### config.mk
export PLATFORM = sky130hd
export DESIGN_NAME = cpl_top
export DESIGN_NICKNAME = d
export VERILOG_FILES = /design/src/inc/cpl_pkg.sv /design/src/verilog/cpl_boot_window.sv /design/src/verilog/cpl_erase_ctrl.sv /design/src/verilog/cpl_top.sv
export SDC_FILE = /design/constraint.sdc
export NUM_CORES = 1
export LEC_CHECK = 0
export BUFFER_PORTS_ARGS = -buffer_cell sky130_fd_sc_hd__buf_2
export CAP_MARGIN = 20
export CORE_UTILIZATION = 44
export DETAILED_ROUTE_END_ITERATION = 6
export GPL_ROUTABILITY_DRIVEN = 0
export HOLD_SLACK_MARGIN = 0.06
export PLACE_DENSITY_LB_ADDON = 0.25
export SYNTH_ARGS = -nofsm -noshare
export SYNTH_HDL_FRONTEND = slang
export SYNTH_SLANG_ARGS = --single-unit
export TNS_END_PERCENT = 30
### constraint.sdc
create_clock -name clk -period 2.1 [get_ports clk]
set_input_delay 0.42 -clock clk [delete_from_list [all_inputs] [get_ports clk]]
set_output_delay 0.42 -clock clk [all_outputs]
set_load 0.05 [all_outputs]
### src/inc/cpl_pkg.sv
// Shared constants and carrier types for the code protection lock
package cpl_pkg;

   // ------------------------------------------------------------
   // Register map
   // ------------------------------------------------------------
   localparam logic [7:0] CPL_ERASE_ADDR = 8'h94;
   localparam logic [7:0] CPL_FLCTL_ADDR = 8'hb2;
   localparam logic [7:0] CPL_PGSEL_ADDR = 8'hb7;
   localparam logic [15:0] CPL_CFG1_ADDR = 16'h2005;

   // ------------------------------------------------------------
   // Field positions, masks, reset values
   // ------------------------------------------------------------
   localparam int CPL_BOOT_BIT = 7;
   localparam int CPL_LOCK_BIT = 6;
   localparam int CPL_ARM_BIT = 1;
   localparam int CPL_PWE_BIT = 0;
   localparam int CPL_DCLK_OFF_BIT = 5;
   localparam int CPL_PGSEL_LSB = 1;
   localparam logic [7:0] CPL_CFG1_MASK = 8'hbf;
   localparam logic [7:0] CPL_CFG1_RESET = 8'h00;
   localparam logic [6:0] CPL_PGSEL_RESET = 7'h00;
   localparam logic [6:0] CPL_PAGE_ZERO = 7'h00;
   localparam int CPL_PAGE_LSB = 9;

   // ------------------------------------------------------------
   // Commands and timing
   // ------------------------------------------------------------
   localparam logic [7:0] CPL_CMD_MASS = 8'haa;
   localparam logic [7:0] CPL_CMD_PAGE = 8'h55;
   localparam logic [5:0] CPL_BOOT_CYCLES = 6'h20;

   // ------------------------------------------------------------
   // Carrier types
   // ------------------------------------------------------------
   typedef struct packed {
      logic valid;
      logic [15:0] addr;
      logic [7:0] data;
   } cpl_wr_type;

   typedef enum logic [1:0] {
      CPL_DBG_READ,
      CPL_DBG_WRITE,
      CPL_DBG_SFR
   } cpl_dbg_op_type;

   typedef struct packed {
      logic valid;
      cpl_dbg_op_type op;
      logic [15:0] addr;
      logic [7:0] data;
   } cpl_dbg_req_type;

   typedef struct packed {
      logic rd;
      logic wr;
      logic page_erase;
      logic mass_erase;
      logic engine_program_ram_clear;
      logic [15:0] addr;
      logic [7:0] data;
      logic [6:0] page;
   } cpl_flash_cmd_type;

endpackage

### src/verilog/cpl_boot_window.sv
// Boot window timer: flags the first cycles after reset release
`timescale 1ns/1ns
module cpl_boot_window
   import cpl_pkg::*;
(
   input logic clk,
   input logic reset_n,
   input logic ce,
   output logic boot_active
);

   typedef struct packed {
      logic [5:0] cnt;
      logic active;
   } cpl_boot_state_type;

   cpl_boot_state_type state_q;
   cpl_boot_state_type state_d;

   always_comb
   begin
      state_d = state_q;
      if (state_q.active)
      begin
         state_d.cnt = state_q.cnt + 6'h01;
         if (state_q.cnt == CPL_BOOT_CYCLES - 6'h01)
         begin
            state_d.active = 1'b0;
         end
      end
   end

   always_ff @(posedge clk)
   begin
      if (!reset_n)
      begin
         state_q <= '{cnt: 6'h00, active: 1'b1};
      end
      else if (ce)
      begin
         state_q <= state_d;
      end
   end

   assign boot_active = state_q.active;

endmodule // cpl_boot_window

### src/verilog/cpl_erase_ctrl.sv
// Flash erase command decoder with arm and page-select bookkeeping
`timescale 1ns/1ns
module cpl_erase_ctrl
   import cpl_pkg::*;
(
   input logic clk,
   input logic reset_n,
   input logic ce,
   input cpl_wr_type sfr_wr,
   input logic lock,
   input logic dbg_ok,
   output logic mass_go,
   output logic page_go,
   output logic [6:0] page
);

   typedef struct packed {
      logic arm;
      logic page_valid;
      logic [6:0] page_sel;
      logic mass;
      logic pg;
   } cpl_erase_state_type;

   cpl_erase_state_type state_q;
   cpl_erase_state_type state_d;

   always_comb
   begin
      state_d = state_q;
      state_d.mass = 1'b0;
      state_d.pg = 1'b0;
      if (sfr_wr.valid)
      begin
         if (sfr_wr.addr[7:0] == CPL_FLCTL_ADDR)
         begin
            state_d.arm = sfr_wr.data[CPL_ARM_BIT];
         end
         if (sfr_wr.addr[7:0] == CPL_PGSEL_ADDR)
         begin
            state_d.page_sel = sfr_wr.data[7:CPL_PGSEL_LSB];
            state_d.page_valid = 1'b1;
         end
         if (sfr_wr.addr[7:0] == CPL_ERASE_ADDR)
         begin
            // Arm and page select are single use
            if (sfr_wr.data == CPL_CMD_MASS && state_q.arm && dbg_ok)
            begin
               state_d.mass = 1'b1;
               state_d.arm = 1'b0;
            end
            if (sfr_wr.data == CPL_CMD_PAGE && state_q.page_valid)
            begin
               if (!(lock && state_q.page_sel == CPL_PAGE_ZERO))
               begin
                  state_d.pg = 1'b1;
                  state_d.page_valid = 1'b0;
               end
            end
         end
      end
   end

   always_ff @(posedge clk)
   begin
      if (!reset_n)
      begin
         state_q <= '{arm: 1'b0, page_valid: 1'b0, page_sel: CPL_PGSEL_RESET, mass: 1'b0, pg: 1'b0};
      end
      else if (ce)
      begin
         state_q <= state_d;
      end
   end

   assign mass_go = state_q.mass;
   assign page_go = state_q.pg;
   assign page = state_q.page_sel;

endmodule // cpl_erase_ctrl

### src/verilog/cpl_top.sv
// Code protection lock: boot window, set-only lock, emulator gating
`timescale 1ns/1ns

// How it works
// - Locked emulator may only do bulk erase.
// - First 32 cycles hold the emulator off.
// - Control bit 7 reads high during boot.
// - After boot, emulator may act if permitted.
// - Lock bit clears on every reset.
// - Lock bit accepts ones only, never zero.
// - Lock stops all external flash reads.
// - Any reset unlocks; bulk erase alone does not.
// - Bulk erase also clears engine program RAM.
// - Locked: page zero page-erase is rejected.
// - Locked: byte writes to page zero blocked.
// - Debug clock off stops emulator clock.
// - Unused bits store nothing, read zero.
// - Configuration bits clear to zero at power-up.
// - 0xAA mass erase needs arm and debug port.
// - 0x55 erases the preselected page.
module cpl_top
   import cpl_pkg::*;
(
   input logic clk,
   input logic reset_n,
   input logic ce,
   input cpl_wr_type mpu_sfr_wr,
   input logic [7:0] mpu_sfr_rd_addr,
   output logic [7:0] mpu_sfr_rdata,
   input logic mpu_int_en,
   input cpl_wr_type mpu_prog_wr,
   input cpl_wr_type cfg_wr,
   input logic [15:0] cfg_rd_addr,
   output logic [7:0] cfg_rdata,
   input cpl_dbg_req_type dbg_req,
   input logic dbg_port_en,
   output logic dbg_ack,
   output logic dbg_refused,
   output logic [7:0] dbg_rdata,
   output logic dbg_clk_en,
   output cpl_flash_cmd_type flash_cmd,
   input logic [7:0] flash_rdata
);

   // ------------------------------------------------------------
   // State
   // ------------------------------------------------------------
   typedef enum logic [1:0] {
      CPL_DS_IDLE,
      CPL_DS_ISSUE,
      CPL_DS_WAIT
   } cpl_dbg_state_type;

   typedef struct packed {
      logic lock;
      logic pwe;
      logic [7:0] cfg1;
      logic [7:0] sfr_rdata;
      logic [7:0] cfg_rdata;
      cpl_dbg_state_type dstate;
      logic ack;
      logic refused;
      logic [7:0] dbg_rdata;
      logic clk_en;
      cpl_flash_cmd_type fcmd;
   } cpl_top_state_type;

   cpl_top_state_type state_q;
   cpl_top_state_type state_d;

   logic boot;
   logic mass_go;
   logic page_go;
   logic [6:0] page;
   logic dclk_off;
   logic dbg_ok;
   logic dbg_lock_ok;
   logic dbg_take;
   cpl_wr_type sfr_wr;
   cpl_wr_type emu_sfr;

   // ------------------------------------------------------------
   // Sub-blocks
   // ------------------------------------------------------------
   cpl_boot_window u_boot (
      .clk(clk),
      .reset_n(reset_n),
      .ce(ce),
      .boot_active(boot)
   );

   cpl_erase_ctrl u_erase (
      .clk(clk),
      .reset_n(reset_n),
      .ce(ce),
      .sfr_wr(sfr_wr),
      .lock(state_q.lock),
      .dbg_ok(dbg_ok),
      .mass_go(mass_go),
      .page_go(page_go),
      .page(page)
   );

   // ------------------------------------------------------------
   // Emulator admission
   // ------------------------------------------------------------
   assign dclk_off = state_q.cfg1[CPL_DCLK_OFF_BIT];

   // Boot window and a stopped debug clock both shut the port
   assign dbg_ok = dbg_port_en && !boot && !dclk_off;

   // Under lock only the bulk erase sequence gets through
   assign dbg_lock_ok = dbg_req.op == CPL_DBG_SFR
      && ((dbg_req.addr[7:0] == CPL_ERASE_ADDR && dbg_req.data == CPL_CMD_MASS)
      || dbg_req.addr[7:0] == CPL_FLCTL_ADDR);

   always_comb
   begin
      dbg_take = 1'b0;
      if (dbg_req.valid && state_q.dstate == CPL_DS_IDLE && dbg_ok)
      begin
         dbg_take = !state_q.lock || dbg_lock_ok;
         // MPU wins any collision on the shared paths
         if (dbg_req.op == CPL_DBG_SFR && mpu_sfr_wr.valid)
         begin
            dbg_take = 1'b0;
         end
         if (dbg_req.op != CPL_DBG_SFR && mpu_prog_wr.valid)
         begin
            dbg_take = 1'b0;
         end
      end
   end

   // ------------------------------------------------------------
   // Merged control-register write path
   // ------------------------------------------------------------
   always_comb
   begin
      emu_sfr.valid = dbg_take && dbg_req.op == CPL_DBG_SFR;
      emu_sfr.addr = dbg_req.addr;
      emu_sfr.data = dbg_req.data;
      if (mpu_sfr_wr.valid)
      begin
         sfr_wr = mpu_sfr_wr;
      end
      else
      begin
         sfr_wr = emu_sfr;
      end
   end

   // ------------------------------------------------------------
   // Next state
   // ------------------------------------------------------------
   always_comb
   begin
      state_d = state_q;
      state_d.ack = 1'b0;
      state_d.refused = 1'b0;
      state_d.fcmd.rd = 1'b0;
      state_d.fcmd.wr = 1'b0;

      // Erase pulses from the decoder
      state_d.fcmd.page_erase = page_go;
      state_d.fcmd.mass_erase = mass_go;
      state_d.fcmd.engine_program_ram_clear = mass_go;
      state_d.fcmd.page = page;

      // Lock and write-enable bits
      if (sfr_wr.valid && sfr_wr.addr[7:0] == CPL_FLCTL_ADDR)
      begin
         if (sfr_wr.data[CPL_LOCK_BIT])
         begin
            state_d.lock = 1'b1;
         end
         // Locked emulator touches only the arm bit
         if (mpu_sfr_wr.valid && !mpu_int_en)
         begin
            state_d.pwe = sfr_wr.data[CPL_PWE_BIT];
         end
         else if (!mpu_sfr_wr.valid && !state_q.lock && !mpu_int_en)
         begin
            state_d.pwe = sfr_wr.data[CPL_PWE_BIT];
         end
      end

      // MPU byte write into program space
      if (mpu_prog_wr.valid && state_q.pwe)
      begin
         state_d.pwe = 1'b0;
         if (!(state_q.lock && mpu_prog_wr.addr[15:CPL_PAGE_LSB] == CPL_PAGE_ZERO))
         begin
            state_d.fcmd.wr = 1'b1;
            state_d.fcmd.addr = mpu_prog_wr.addr;
            state_d.fcmd.data = mpu_prog_wr.data;
         end
      end

      // Configuration register
      if (cfg_wr.valid && cfg_wr.addr == CPL_CFG1_ADDR)
      begin
         state_d.cfg1 = cfg_wr.data & CPL_CFG1_MASK;
      end
      state_d.clk_en = !state_d.cfg1[CPL_DCLK_OFF_BIT];

      // Read ports, one cycle latency
      state_d.sfr_rdata = 8'h00;
      if (mpu_sfr_rd_addr == CPL_FLCTL_ADDR)
      begin
         state_d.sfr_rdata[CPL_BOOT_BIT] = boot;
         state_d.sfr_rdata[CPL_LOCK_BIT] = state_q.lock;
         state_d.sfr_rdata[CPL_PWE_BIT] = state_q.pwe;
      end
      state_d.cfg_rdata = 8'h00;
      if (cfg_rd_addr == CPL_CFG1_ADDR)
      begin
         state_d.cfg_rdata = state_q.cfg1 & CPL_CFG1_MASK;
      end

      // Emulator sequencing
      unique case (state_q.dstate)
         CPL_DS_IDLE:
         begin
            if (dbg_req.valid && !dbg_take)
            begin
               state_d.refused = 1'b1;
            end
            else if (dbg_take)
            begin
               unique case (dbg_req.op)
                  CPL_DBG_READ:
                  begin
                     state_d.fcmd.rd = 1'b1;
                     state_d.fcmd.addr = dbg_req.addr;
                     state_d.dstate = CPL_DS_ISSUE;
                  end
                  CPL_DBG_WRITE:
                  begin
                     if (state_q.lock && dbg_req.addr[15:CPL_PAGE_LSB] == CPL_PAGE_ZERO)
                     begin
                        state_d.refused = 1'b1;
                     end
                     else
                     begin
                        state_d.fcmd.wr = 1'b1;
                        state_d.fcmd.addr = dbg_req.addr;
                        state_d.fcmd.data = dbg_req.data;
                        state_d.ack = 1'b1;
                     end
                  end
                  CPL_DBG_SFR:
                  begin
                     state_d.ack = 1'b1;
                  end
                  default:
                  begin
                     state_d.refused = 1'b1;
                  end
               endcase
            end
         end
         CPL_DS_ISSUE:
         begin
            state_d.refused = dbg_req.valid;
            state_d.dstate = CPL_DS_WAIT;
         end
         CPL_DS_WAIT:
         begin
            state_d.refused = dbg_req.valid;
            state_d.dbg_rdata = flash_rdata;
            state_d.ack = 1'b1;
            state_d.dstate = CPL_DS_IDLE;
         end
      endcase
   end

   // ------------------------------------------------------------
   // Registers
   // ------------------------------------------------------------
   always_ff @(posedge clk)
   begin
      if (!reset_n)
      begin
         state_q.lock <= 1'b0;
         state_q.pwe <= 1'b0;
         state_q.cfg1 <= CPL_CFG1_RESET;
         state_q.sfr_rdata <= 8'h00;
         state_q.cfg_rdata <= 8'h00;
         state_q.dstate <= CPL_DS_IDLE;
         state_q.ack <= 1'b0;
         state_q.refused <= 1'b0;
         state_q.dbg_rdata <= 8'h00;
         state_q.clk_en <= 1'b1;
         state_q.fcmd <= '0;
      end
      else if (ce)
      begin
         state_q <= state_d;
      end
   end

   // ------------------------------------------------------------
   // Outputs
   // ------------------------------------------------------------
   assign mpu_sfr_rdata = state_q.sfr_rdata;
   assign cfg_rdata = state_q.cfg_rdata;
   assign dbg_ack = state_q.ack;
   assign dbg_refused = state_q.refused;
   assign dbg_rdata = state_q.dbg_rdata;
   assign dbg_clk_en = state_q.clk_en;
   assign flash_cmd = state_q.fcmd;

endmodule // cpl_top
==> impl_metrics.csv <==
group,metric,value,unit
status,status,"complete, no violations",
sta,fin_setup_tns,0,ps
clock_tree,cts_max_level,3,
power_and_ir_drop,combPwrFrac,12.9,%
logic_synthesis,yosys_warnings,0,
grt,grt_pass1_vias,4700,
hold_path,hold_path.class,"in2reg",
sta,fmax,497,MHz
worst_setup_path,cp-start-kind,"flip-flop",
layout,layout.nets,881,
worst_setup_path,slowest_delay,370,ps
sta,rsz0062_at_grt,"yes",
sta,worst_slack,88.8,ps
worst_setup_path,crit_type,"reg2reg",
power_and_ir_drop,p_clk_share,43.1,%
worst_setup_path,crit_path_top_delay_cell,"o311a_4",
worst_setup_path,cp_max_fo,6,
logic_synthesis,yosys.area.top_type,"dfxtp_1",
route,drc,0,
power_and_ir_drop,p_switching,0.928,mW
sta,fin_skew,7.60,ps
clock_tree,clock_sinks,85,
sta,fin_hold_ws,332,ps
grt,grt_max_degree,46,
power_and_ir_drop,leakage,2.71,nW
clock_tree,max-clock-path-buffers,2,
power_and_ir_drop,vdd_ir_drop_max,427,µV
logic_synthesis,synth_seq_cells,85,
route,drtPass1Iterations,5,
sta,relSlewSlack,33.9,%
grt,grt-ovfl-total,0,
logic_synthesis,synthCells,566,
place,hpwl,11200,µm
logic_synthesis,async_flop_share,0,%
route,wl,14500,µm
route,wl_per_cell,16.5,µm
worst_setup_path,endpoint_kind,"flip-flop",
logic_synthesis,synth-edff-count,0,
layout,drive_above_1_share,39.7,%
grt,grt_pass1_wl,22500,µm
logic_synthesis,yosysSeqAreaShare,34.2,%
worst_setup_path,cp.arrival,2200,ps
floorplan,die_area,0.0117,mm²
route,first_iter_violations,230,
power_and_ir_drop,seqPwrFrac,44.0,%
layout,antenna_cells,0,
grt,grtUsageTotal,24.6,%
sta,slew_violations,0,
place,io_buffers,186,
layout,syn2layout_area_growth,27.1,%
logic_synthesis,synthesis.area,0.00498,mm²
logic_synthesis,synthFlopType,"dfxtp_1",
grt,antenna_found_initial,0,
worst_setup_path,critPathTopFamily,"compound AO/OA/AOI/OAI gates",
power_and_ir_drop,p_int,2.78,mW
floorplan,io_pins,202,
clock_tree,clock_latency,330,ps
clock_tree,cts_tree,"done",
sta,timing_hold_violations_final,0,
route,viasPerCell,5.51,
flow_run,maxCapViolCount,0,
floorplan,core,0.0109,mm²
floorplan,die_w,108,µm
worst_setup_path,path_buf_inv,1,
place,place_ws,-226,ps
logic_synthesis,syn_avg_cell_area,8.79,µm²
floorplan,std_cell_rows,38,
logic_synthesis,ys_types,75,
route,drtAntennaViolNets,0,
route,vias,4852,
clock_tree,cts_buffers,9,
floorplan,start_util,45.5,%
clock_tree,post_cts_buffers,0,
clock_tree,root_buffer,"clkbuf_16",
power_and_ir_drop,p_sw_share,25.0,%
floorplan,die_h,108,µm
logic_synthesis,synth_top_area_share,34.2,%
logic_synthesis,synthTopCellsByArea,"dfxtp_1 34%, buf_4 9.2%, mux2i_1 7.2%",
sta,fin_crit_sh,95.8,%
sta,fin_crit,2010,ps
clock_tree,clk_pin_slew,60,ps
sta,setup_viol,0,
power_and_ir_drop,power_density,586,mW/mm²
worst_setup_path,crit_chain,"inv_1, ha_2, nand3_1, o311a_4, a211oi_4, nor4b_4, nor4_1",
worst_setup_path,worstPathRequired,2290,ps
sta,tightest_slew,988,ps
-- placed cells by master (no fill, tap or decap), types with 4 or more instances in the layout --
cell type  instances
conb_1             6
nand3b_1           4
nor4b_1            7
o221ai_2          10
nor2b_1            4
buf_4             53
a22oi_1            7
ha_1               5
xor2_1             4
o221ai_1           4
a21oi_1           28
inv_1             23
nor3_1             9
nor4_1            28
nand4_1            4
nor2_1            41
buf_2            186
nand3_1           18
a31oi_1            4
nand2_1           44
dfxtp_1           85
o21ai_0            7
nand2b_1           4
a211oi_1          22
clkbuf_16          9
mux2i_1           36
-- power groups by stage --
stage | Sequential, mW | Combinational (mW) | Clock (mW)
after floorplan | 1.68 | 0.226 | 0
after global placement | 1.67 | 0.464 | 0
after detailed placement | 1.67 | 0.472 | 0
after CTS | 1.63 | 0.474 | 1.63
after global routing | 1.63 | 0.516 | 1.69
final | 1.63 | 0.478 | 1.60
-- cells by family after synthesis --
family	count (synthesis)	share of synthesized area (%)
flip-flops	85	34.2
adder cells (fa/ha/maj)	7	1.76
AND/OR/NAND/NOR	201	23.0
AO/OA/AOI/OAI	113	18.2
XOR/XNOR	5	0.880
buffers and inverters	114	13.8
other	1	0.0754
multiplexers	40	8.15
-- metrics by stage --
| step | area [µm²] | power, mW | utilization (%) | cells |
|---|---|---|---|---|
| 6_report | 6320 | 3.71 | 57.8 | 880 |
| 3_5_place_dp | 6000 | 2.14 | 54.8 | 864 |
| 5_1_grt | 6320 | 3.84 | 57.8 | 880 |
| 3_3_place_gp | 6000 | 2.13 | 54.8 | 864 |
| 4_1_cts | 6300 | 3.74 | 57.6 | 880 |
| 2_1_floorplan | 5020 | 1.90 | - | 571 |
-- cell type report --
cell class              instances  area, µm²
inverters                      25       93.8
well taps                     140        175
multi-input cells             372       2660
fillers                       986       4610
clock buffers                  11        243
clock inverters                 5       58.8
flip-flops and latches         85       1700
repair buffers                242       1390
-- worst paths after layout --
kind | startpoint | end | slack (ps) | cells after the start
worst max-delay path | state_q[47] | u_erase.state_q[10] | 90 | 7
worst min-delay path | cfg_wr[1] | state_q[66] | 330 | 3
worst max register to register | state_q[47] | u_erase.state_q[10] | 90 | 7
worst min register to register | dbg_rdata[6] | dbg_rdata[6] | 450 | 2
-- flip-flops by register name, summed over array words and instances (netlist names) --
register	count
u_erase.page_go	1
state_q	10
u_boot.state_q	6
dbg_ack	1
mpu_sfr_rdata	3
u_boot.boot_active	1
dbg_refused	1
dbg_rdata	8
dbg_clk_en	1
flash_cmd	35
cfg_rdata	7
u_erase.page	7
u_erase.state_q	2
u_erase.mass_go	1
dclk_off	1
-- cells in the mapped netlist, types with 4 or more instances --
library cell and number:
o221ai_2 10, nand4_1 4, a21oi_1 28, xor2_1 4
mux2i_1 36, nor2_1 41, dfxtp_1 85, ha_1 7
nor2b_1 4, nand2b_1 4, inv_1 23, buf_2 7
nor3_1 9, nand3b_1 4, o221ai_1 4, buf_4 61
nand3_1 18, and3_1 4, a31oi_1 4, o21ai_0 7
nand2_1 44, a211oi_1 22, clkbuf_1 18, nor4b_1 7
a22oi_1 7, nor4_1 28
-- timing repair --
item	in CTS	in global routing
endpoints found under the setup margin	0	10
hold buffers	0	0
resized for setup	0	6
-- worst register-to-register path, delay by kind of cell (launching register included) --
kind | cells | cell delay, ps
and+or+nand+nor | 3 | 510
DFF | 1 | 320
AOI/OAI and AO/OA | 2 | 720
adders and majority gates | 1 | 230
buffers and inverters | 1 | 100
-- layer usage --
metal | global-route usage (%) | share of wire [%] | vias to the layer above
li1 | - | - | 2362
met4 | 8.98 | 2.4 | 0
met2 | 41.2 | 46 | 212
met5 | 0 | 0 | -
met3 | 6.03 | 8.1 | 24
met1 | 30.7 | 44 | 2254
Power figures use the tool's default switching activity.
